$ cat config.mk
export PLATFORM = sky130hd
export DESIGN_NAME = sync_signal_polarity_routing
export DESIGN_NICKNAME = d
export VERILOG_FILES = /design/src/rtl/sync_route_pkg.sv /design/src/rtl/sync_signal_polarity_routing.sv
export SDC_FILE = /design/constraint.sdc
export NUM_CORES = 1
export LEC_CHECK = 0
export ABC_AREA = 1
export BUFFER_PORTS_ARGS = -buffer_cell sky130_fd_sc_hd__buf_2
export CAP_MARGIN = 40
export CORE_ASPECT_RATIO = 1.2
export CORE_UTILIZATION = 48
export CTS_BUF_LIST = sky130_fd_sc_hd__clkbuf_4 sky130_fd_sc_hd__clkbuf_8
export DETAILED_ROUTE_END_ITERATION = 7
export GPL_TIMING_DRIVEN = 0
export HOLD_SLACK_MARGIN = 0.05
export PLACE_DENSITY = 0.85
export REMOVE_ABC_BUFFERS = 1
export SETUP_SLACK_MARGIN = 0.15
export SYNTH_ARGS = -nofsm -noshare
export SYNTH_HDL_FRONTEND = slang
export SYNTH_SLANG_ARGS = --single-unit
$ cat constraint.sdc
create_clock -name CLK_SYS_I -period 1.7 [get_ports CLK_SYS_I]
set_clock_uncertainty 0.2 [all_clocks]
set_input_delay 0.17 -clock CLK_SYS_I [delete_from_list [all_inputs] [get_ports CLK_SYS_I]]
set_output_delay 0.17 -clock CLK_SYS_I [all_outputs]
set_load 0.01 [all_outputs]
$ cat src/rtl/sync_route_pkg.sv
// Constants and types for the sync polarity and routing block
package sync_route_pkg;

    // ========================================================================
    // Bus geometry
    localparam int PADDR_W = 8;
    localparam int PDATA_W = 32;
    localparam int REG_W = 8;

    // ========================================================================
    // Register byte offsets
    localparam logic [7:0] OFS_IN_CTL = 8'h00;
    localparam logic [7:0] OFS_OUT_CTL = 8'h04;
    localparam logic [7:0] OFS_SRC_SEL = 8'h08;
    localparam logic [7:0] OFS_STATUS = 8'h0c;

    // ========================================================================
    // Reset values
    localparam logic [7:0] RST_IN_CTL = 8'h00;
    localparam logic [7:0] RST_OUT_CTL = 8'h00;
    localparam logic [7:0] RST_SRC_SEL = 8'h00;

    // ========================================================================
    // Input connection register fields
    localparam int IN_MODE_LSB = 6;
    localparam int IN_CONNECT_BIT = 5;
    localparam int IN_CAPTURE_BIT = 4;
    localparam int IN_SPARE_H_INV_BIT = 3;
    localparam int IN_SPARE_V_INV_BIT = 2;
    localparam int IN_H_INV_BIT = 1;
    localparam int IN_V_INV_BIT = 0;

    // ========================================================================
    // Output control register fields
    localparam int OUT_H_OE_BIT = 7;
    localparam int OUT_V_OE_BIT = 6;
    localparam int OUT_CL_OE_BIT = 5;
    localparam int OUT_BL_OE_BIT = 4;
    localparam int OUT_H_INV_BIT = 3;
    localparam int OUT_V_INV_BIT = 2;
    localparam int OUT_CL_INV_BIT = 1;
    localparam int OUT_BL_INV_BIT = 0;

    // ========================================================================
    // Output source select register fields
    localparam int SRC_BANK_BIT = 7;
    localparam int SRC_ISG_BIT = 6;
    localparam int SRC_H_MODE_LSB = 4;
    localparam int SRC_V_MODE_LSB = 2;
    localparam int SRC_CL_MODE_LSB = 0;

    // ========================================================================
    // Status register fields
    localparam int STAT_IHI_BIT = 1;
    localparam int STAT_IVI_BIT = 0;

    // ========================================================================
    // Shared pin indices
    localparam int PIN_H = 0;
    localparam int PIN_V = 1;
    localparam int PIN_CL = 2;
    localparam int PIN_BL = 3;
    localparam int PIN_N = 4;

    typedef enum logic [1:0] {
        IN_SPARE,
        IN_SYNC_ON_GREEN,
        IN_COMPOSITE,
        IN_SEPARATE
    } in_mode_t;

endpackage : sync_route_pkg

$ cat src/rtl/sync_signal_polarity_routing.sv
// Sync input conditioning, output routing and polarity control
//
// Contract
// Spare horizontal input inverted when bit 3 set
// Spare vertical input inverted when bit 2 set
// One bit inverts horizontal and composite inputs
// Vertical input inverted when bit 0 set
// Output control clears on reset and standby
// Source select clears on reset and standby
// Horizontal enable hands pin to horizontal output
// Vertical enable hands pin to vertical output
// Clamp enable hands pin to clamp output
// Blank enable hands pin to blanking output
// Disabled pins follow port and timer drive
// Enables never touch timer input paths
// Horizontal output inverted when bit 3 set
// Vertical output inverted when bit 2 set
// Selected clamp inverted when bit 1 set
// Blanking output inverted when bit 0 set
// Bank bit picks timer A or B window
// Timer banks reachable only with host iface off
// Internal select takes generated sync sources
// Horizontal mode picks plain, 2fH or clamp
// Vertical mode picks modified vertical variants
// Clamp mode picks first three clamps
// Input mode picks conditioned sync sources
// Clamp-derived horizontal uses first clamp
// Reserved mode codes give low signal
//
// Decided for this implementation: the APB slave port and the register addresses.
`timescale 1ns/1ps

module sync_signal_polarity_routing (
    input logic CLK_SYS_I,
    input logic ARST_N_I,
    input logic STANDBY_I,
    input logic PSEL_I,
    input logic PENABLE_I,
    input logic PWRITE_I,
    input logic [sync_route_pkg::PADDR_W-1:0] PADDR_I,
    input logic [sync_route_pkg::PDATA_W-1:0] PWDATA_I,
    input logic [3:0] PSTRB_I,
    output logic PREADY_O,
    output logic [sync_route_pkg::PDATA_W-1:0] PRDATA_O,
    output logic PSLVERR_O,
    input logic HORIZ_SYNC_IN_PIN_I,
    input logic COMPOSITE_SYNC_IN_PIN_I,
    input logic VERT_SYNC_IN_PIN_I,
    input logic SPARE_HORIZ_IN_PIN_I,
    input logic SPARE_VERT_IN_PIN_I,
    input logic SEPARATED_VERT_I,
    input logic HORIZ_2FH_MOD_I,
    input logic [3:1] VERT_VARIANT_I,
    input logic GENERATED_HORIZ_SYNC_I,
    input logic GENERATED_VERT_SYNC_I,
    input logic [3:0] CLAMP_VARIANT_I,
    input logic BLANK_I,
    input logic HOST_IFACE_ENABLE_I,
    input logic [sync_route_pkg::PIN_N-1:0] ALT_OUT_I,
    input logic [sync_route_pkg::PIN_N-1:0] ALT_OE_N_I,
    output logic [sync_route_pkg::PIN_N-1:0] PIN_OUT_O,
    output logic [sync_route_pkg::PIN_N-1:0] PIN_OE_N_O,
    output logic CONDITIONED_HORIZ_IN_O,
    output logic CONDITIONED_VERT_IN_O,
    output logic SYNC_TIMER_CONNECT_O,
    output logic TIMER_BANK_SELECT_O,
    output logic TIMER_BANK_ACCESS_O
);
    import sync_route_pkg::*;

    // ========================================================================
    // Mode selection helper
    function automatic logic mode_pick(input logic [1:0] code,
                                       input logic [3:0] src);
        mode_pick = src[code];
    endfunction : mode_pick

    // ========================================================================
    // Registers
    logic [REG_W-1:0] in_ctl_ff;
    logic [REG_W-1:0] out_ctl_ff;
    logic [REG_W-1:0] src_sel_ff;
    logic pready_ff;
    logic pslverr_ff;
    logic [PDATA_W-1:0] prdata_ff;
    logic [PIN_N-1:0] pin_out_ff;
    logic [PIN_N-1:0] pin_oe_n_ff;
    logic ihi_ff;
    logic ivi_ff;
    logic bank_acc_ff;

    // ========================================================================
    // Bus decode
    wire setup_w = PSEL_I & ~PENABLE_I;
    wire access_w = PSEL_I & PENABLE_I & pready_ff;
    wire hit_in_w = (PADDR_I == OFS_IN_CTL);
    wire hit_out_w = (PADDR_I == OFS_OUT_CTL);
    wire hit_src_w = (PADDR_I == OFS_SRC_SEL);
    wire hit_stat_w = (PADDR_I == OFS_STATUS);
    wire mapped_w = hit_in_w | hit_out_w | hit_src_w | hit_stat_w;
    // Status is read-only, so a write to it is flagged as an error
    wire bad_w = ~mapped_w | (hit_stat_w & PWRITE_I);
    wire wr_w = access_w & PWRITE_I & ~pslverr_ff & PSTRB_I[0];
    wire [REG_W-1:0] wbyte_w = PWDATA_I[REG_W-1:0];
    wire [REG_W-1:0] status_w = {6'h00, ihi_ff, ivi_ff};
    wire [REG_W-1:0] rd_byte_w = hit_in_w ? in_ctl_ff :
                                 hit_out_w ? out_ctl_ff :
                                 hit_src_w ? src_sel_ff :
                                 hit_stat_w ? status_w : 8'h00;

    // ========================================================================
    // Standby wins over a write in the same cycle
    wire [REG_W-1:0] nxt_in_ctl = STANDBY_I ? RST_IN_CTL :
        (wr_w & hit_in_w) ? wbyte_w : in_ctl_ff;
    wire [REG_W-1:0] nxt_out_ctl = STANDBY_I ? RST_OUT_CTL :
        (wr_w & hit_out_w) ? wbyte_w : out_ctl_ff;
    wire [REG_W-1:0] nxt_src_sel = STANDBY_I ? RST_SRC_SEL :
        (wr_w & hit_src_w) ? wbyte_w : src_sel_ff;

    // ========================================================================
    // Input conditioning
    wire h_inv_w = in_ctl_ff[IN_H_INV_BIT];
    wire v_in_w = VERT_SYNC_IN_PIN_I ^ in_ctl_ff[IN_V_INV_BIT];
    wire h_in_w = HORIZ_SYNC_IN_PIN_I ^ h_inv_w;
    wire c_in_w = COMPOSITE_SYNC_IN_PIN_I ^ h_inv_w;
    wire sh_in_w = SPARE_HORIZ_IN_PIN_I ^ in_ctl_ff[IN_SPARE_H_INV_BIT];
    wire sv_in_w = SPARE_VERT_IN_PIN_I ^ in_ctl_ff[IN_SPARE_V_INV_BIT];
    wire [1:0] in_mode_w = in_ctl_ff[IN_MODE_LSB +: 2];
    wire nxt_ihi = mode_pick(in_mode_w, {h_in_w, h_in_w, c_in_w, sh_in_w});
    wire nxt_ivi = mode_pick(in_mode_w,
        {v_in_w, SEPARATED_VERT_I, SEPARATED_VERT_I, sv_in_w});

    // ========================================================================
    // Output source selection
    wire isg_w = src_sel_ff[SRC_ISG_BIT];
    wire [1:0] h_mode_w = src_sel_ff[SRC_H_MODE_LSB +: 2];
    wire [1:0] v_mode_w = src_sel_ff[SRC_V_MODE_LSB +: 2];
    wire [1:0] cl_mode_w = src_sel_ff[SRC_CL_MODE_LSB +: 2];
    // Reserved codes read a constant low so the pin stays deterministic
    wire iho_ext_w = mode_pick(h_mode_w,
        {1'b0, CLAMP_VARIANT_I[0], HORIZ_2FH_MOD_I, ihi_ff});
    wire ivo_ext_w = mode_pick(v_mode_w, {VERT_VARIANT_I, ivi_ff});
    wire clo_ext_w = mode_pick(cl_mode_w,
        {1'b0, CLAMP_VARIANT_I[2:0]});
    wire iho_gen_w = (h_mode_w == 2'b00) & GENERATED_HORIZ_SYNC_I;
    wire ivo_gen_w = (v_mode_w == 2'b00) & GENERATED_VERT_SYNC_I;
    wire clo_gen_w = (cl_mode_w == 2'b00) & CLAMP_VARIANT_I[3];
    wire iho_w = isg_w ? iho_gen_w : iho_ext_w;
    wire ivo_w = isg_w ? ivo_gen_w : ivo_ext_w;
    wire clo_w = isg_w ? clo_gen_w : clo_ext_w;

    // ========================================================================
    // Output polarity and pin hand-over
    wire [PIN_N-1:0] sync_sig_w = {
        BLANK_I ^ out_ctl_ff[OUT_BL_INV_BIT],
        clo_w ^ out_ctl_ff[OUT_CL_INV_BIT],
        ivo_w ^ out_ctl_ff[OUT_V_INV_BIT],
        iho_w ^ out_ctl_ff[OUT_H_INV_BIT]};
    wire [PIN_N-1:0] pin_en_w = {out_ctl_ff[OUT_BL_OE_BIT],
        out_ctl_ff[OUT_CL_OE_BIT], out_ctl_ff[OUT_V_OE_BIT],
        out_ctl_ff[OUT_H_OE_BIT]};
    // Disabled pins follow the port and timer logic untouched
    wire [PIN_N-1:0] nxt_pin_out =
        (pin_en_w & sync_sig_w) | (~pin_en_w & ALT_OUT_I);
    wire [PIN_N-1:0] nxt_pin_oe_n = ~pin_en_w & ALT_OE_N_I;

    // ========================================================================
    // Register file
    always_ff @(posedge CLK_SYS_I or negedge ARST_N_I) begin
        if (!ARST_N_I) begin
            in_ctl_ff <= RST_IN_CTL;
            out_ctl_ff <= RST_OUT_CTL;
            src_sel_ff <= RST_SRC_SEL;
        end else begin
            in_ctl_ff <= nxt_in_ctl;
            out_ctl_ff <= nxt_out_ctl;
            src_sel_ff <= nxt_src_sel;
        end
    end

    // ========================================================================
    // Bus answer: no wait state, data captured in the setup cycle
    always_ff @(posedge CLK_SYS_I or negedge ARST_N_I) begin
        if (!ARST_N_I) begin
            pready_ff <= 1'b0;
            pslverr_ff <= 1'b0;
            prdata_ff <= '0;
        end else begin
            pready_ff <= setup_w;
            pslverr_ff <= setup_w & bad_w;
            if (setup_w) begin
                prdata_ff <= PWRITE_I ? '0 : {24'h000000, rd_byte_w};
            end
        end
    end

    // ========================================================================
    // Signal path flops
    always_ff @(posedge CLK_SYS_I or negedge ARST_N_I) begin
        if (!ARST_N_I) begin
            ihi_ff <= 1'b0;
            ivi_ff <= 1'b0;
            pin_out_ff <= '0;
            pin_oe_n_ff <= '1;
            bank_acc_ff <= 1'b0;
        end else begin
            ihi_ff <= nxt_ihi;
            ivi_ff <= nxt_ivi;
            pin_out_ff <= nxt_pin_out;
            pin_oe_n_ff <= nxt_pin_oe_n;
            bank_acc_ff <= ~HOST_IFACE_ENABLE_I;
        end
    end

    // ========================================================================
    // Outputs
    assign PREADY_O = pready_ff;
    assign PSLVERR_O = pslverr_ff;
    assign PRDATA_O = prdata_ff;
    assign PIN_OUT_O = pin_out_ff;
    assign PIN_OE_N_O = pin_oe_n_ff;
    assign CONDITIONED_HORIZ_IN_O = ihi_ff;
    assign CONDITIONED_VERT_IN_O = ivi_ff;
    // Timer input routing changes only through the connect bit
    assign SYNC_TIMER_CONNECT_O = in_ctl_ff[IN_CONNECT_BIT];
    assign TIMER_BANK_SELECT_O = src_sel_ff[SRC_BANK_BIT];
    assign TIMER_BANK_ACCESS_O = bank_acc_ff;
endmodule : sync_signal_polarity_routing

==> results.sh <==
export IMPL_status="finished clean"
export IMPL_wl_mm=6.40
export IMPL_instances_no_fill=500
export IMPL_synth_cell_type_count=32
export IMPL_critPathMaxFanout=1
export IMPL_syn_inst=335
export IMPL_cts_tree="built"
export IMPL_finalHoldViolations=0
export IMPL_syn_to_final_growth_pct=27.4
export IMPL_wl_per_cell_um=12.8
export IMPL_syn_area_um2=2600
export IMPL_leakagePower_uw=0.00184
export IMPL_crit_required_ps=1690
export IMPL_clock_latency_ps=300
export IMPL_max_freq_mhz=667
export IMPL_initial_utilization_pct=49.4
export IMPL_drtPass1Iterations=5
export IMPL_setup_violations_final=0
export IMPL_crit_path_max_incr_delay_ps=550
export IMPL_drive_gt1_share_pct=26.9
export IMPL_antenna_found_initial=0
export IMPL_reg2reg_slack_ps=200
export IMPL_worstPathCellList="dlygate4sd3_1 -> buf_2 -> nor2_1 -> a21oi_1 -> dlygate4sd3_1"
export IMPL_gr_usage_all_layers_pct=22.8
export IMPL_crit_slowest_cell="dlygate4sd3_1"
export IMPL_synth_top_family_by_area="simple AND/OR/NAND/NOR gates"
export IMPL_crit_path_frequent_cell="dlygate4sd3_1"
export IMPL_endpoint_kind="register"
export IMPL_grt_pass1_wl_mm=9.90
export IMPL_synthMuxAreaShare_pct=0
export IMPL_die_w_um=69.2
export IMPL_cts_sinks=45
export IMPL_ir_worst_vdd_uv=375
export IMPL_ys_ff_latch=45
export IMPL_synth_compound_area_share_pct=11.5
export IMPL_synth_xor_area_share_pct=2.02
export IMPL_diodes=0
export IMPL_grt_max_degree=29
export IMPL_htreeDepth=2
export IMPL_clock_path_buffers=2
export IMPL_yosys_warnings=0
export IMPL_crit_type="primary input to register"
export IMPL_worstSetupStartpointType="primary input"
export IMPL_rsz0062_at_grt="yes"
export IMPL_final_nets=513
export IMPL_synth_seq_area_share_pct=43.5
export IMPL_rows=29
export IMPL_period_minus_slack_ps=1500
export IMPL_final_common_cell="nand2_1"
export IMPL_via_per_inst=4.91
export IMPL_gp_congestion=0.871
export IMPL_dr_first_iter_drc_count=201
export IMPL_cts_buffers=5
export IMPL_drc=0
export IMPL_synth_fa_ha_area_share_pct=0
export IMPL_place_inst=467
export IMPL_io_buffers=71
export IMPL_total_power_uw=2110
export IMPL_fin_tns_setup_ps=0
export IMPL_hp_class="primary input to register"
export IMPL_final_cell_mix="98 x nand2_1, 71 x buf_2, 50 x inv_1, 41 x dfrtp_1, 24 x conb_1"
export IMPL_syn_avg_cell_area_um2=7.76
export IMPL_dpl_hpwl_mm=4.72
export IMPL_cts_root_buf="clkbuf_8"
export IMPL_timing_final_crit_share_pct=88.2
export IMPL_drv_slew=0
export IMPL_arrival_ps=1480
export IMPL_postRouteAntennaNets=0
export IMPL_io_pins=123
export IMPL_grt_pass1_vias=2208
export IMPL_powerDensity_nw_per_um2=636
export IMPL_dieArea_um2=5710
export IMPL_core_area_um2=5260
export IMPL_grt_overflow_total=0
export IMPL_die_h_um=82.6
export IMPL_synthSimpleGateAreaFrac_pct=27.5
export IMPL_cap_violations=0
export IMPL_clk_transition_reported_paths_ps=80
export IMPL_dr_total_vias=2457
==> sequential cells by signal (all words and copies together) (netlist names) <==
register	count
PREADY_O	1
CONDITIONED_VERT_IN_O	1
PSLVERR_O	1
out_ctl_ff	8
PIN_OE_N_O	4
CONDITIONED_HORIZ_IN_O	1
src_sel_ff	8
PIN_OUT_O	4
PRDATA_O	8
in_ctl_ff	8
TIMER_BANK_ACCESS_O	1
==> worst paths after layout <==
| kind | startpoint | end | cells after the start |
|---|---|---|---|
| worst min-delay path | PADDR_I[0] | PSLVERR_O$_DFF_PN0_ | 3 |
| worst max register to register | PREADY_O$_DFF_PN0_ | out_ctl_ff[4]$_DFFE_PN0P_ | 7 |
| worst max-delay path | ALT_OUT_I[3] | PIN_OUT_O[3]$_DFF_PN0_ | 5 |
| max in group asynchronous | ARST_N_I | PIN_OE_N_O[3]$_DFF_PN1_ | 3 |
| worst min register to register | out_ctl_ff[7]$_DFFE_PN0P_ | PIN_OE_N_O[0]$_DFF_PN1_ | 1 |
| min in group asynchronous | ARST_N_I | PIN_OUT_O[1]$_DFF_PN0_ | 2 |
==> cell families after synthesis <==
logic type	after synthesis
flops	45
buf+inv	81
other cells	1
compound gates	48
xor+xnor	6
simple gates	154
==> per-stage QoR <==
stage	utilization [%]	hold slack [ps]	setup WS, ps	cell area (um^2)
after floorplan	-	-326	280	2500
after global placement	55.7	112	69.9	2930
after detailed placement	56.1	-48.5	23.9	2950
after CTS	62.4	50.8	164	3280
after global routing	62.9	73.6	131	3310
final	62.9	49.9	201	3310
==> layout make-up <==
class,count,area (um^2)
Timing Repair Buffer,97,621
Tap cell,62,77.6
Clock buffer,8,91.3
Sequential cell,45,1130
Inverter,56,211
Fill cell,477,1950
Multi-Input combinational cell,232,1180
==> report_power, final <==
group | internal [uW] | switching (uW) | total, uW
clock | 340 | 353 | 693
combinational | 127 | 180 | 307
sequential | 1090 | 11.9 | 1100
total | 1560 | 545 | 2110
==> metal layers <==
layer | wire, um | track usage (%) | vias up
met5 | 0 | 0 | -
met4 | 124 | 10.2 | 0
met3 | 468 | 4.00 | 13
met2 | 3370 | 41.7 | 128
met1 | 2430 | 26.3 | 1119
li1 | - | - | 1197
==> worst max-delay path: cells and delay by family <==
kind / cells / cell delay, ps
compound gates: 1 / 40
simple gates: 1 / 80
buf+inv: 3 / 1200
==> cell usage after synthesis, drive strengths merged <==
library cell	number	area [um^2]
xnor2	3	26.3
nand4	1	6.26
o21ai	27	169
nand3	21	128
buf	25	185
nand2	102	398
dfstp	4	105
nor3	3	20.0
xor2	3	26.3
o22ai	1	6.26
o211ai	6	45.0
a31oi	1	6.26
a21oi	11	55.1
o2111ai	2	17.5
inv	54	203
dfrtp	41	1030
nor2	27	164
conb	1	3.75
clkinv	2	8.75
==> timing repair <==
item,4_1_cts,5_1_grt
gates resized for setup,2,2
setup endpoints to repair,9,25
hold buffers,23,0
gates cloned,0,0
pin swaps,0,0
hold endpoints to repair,71,0
buffers inserted,0,2
Note: power is estimated with default switching activity, not from simulation.
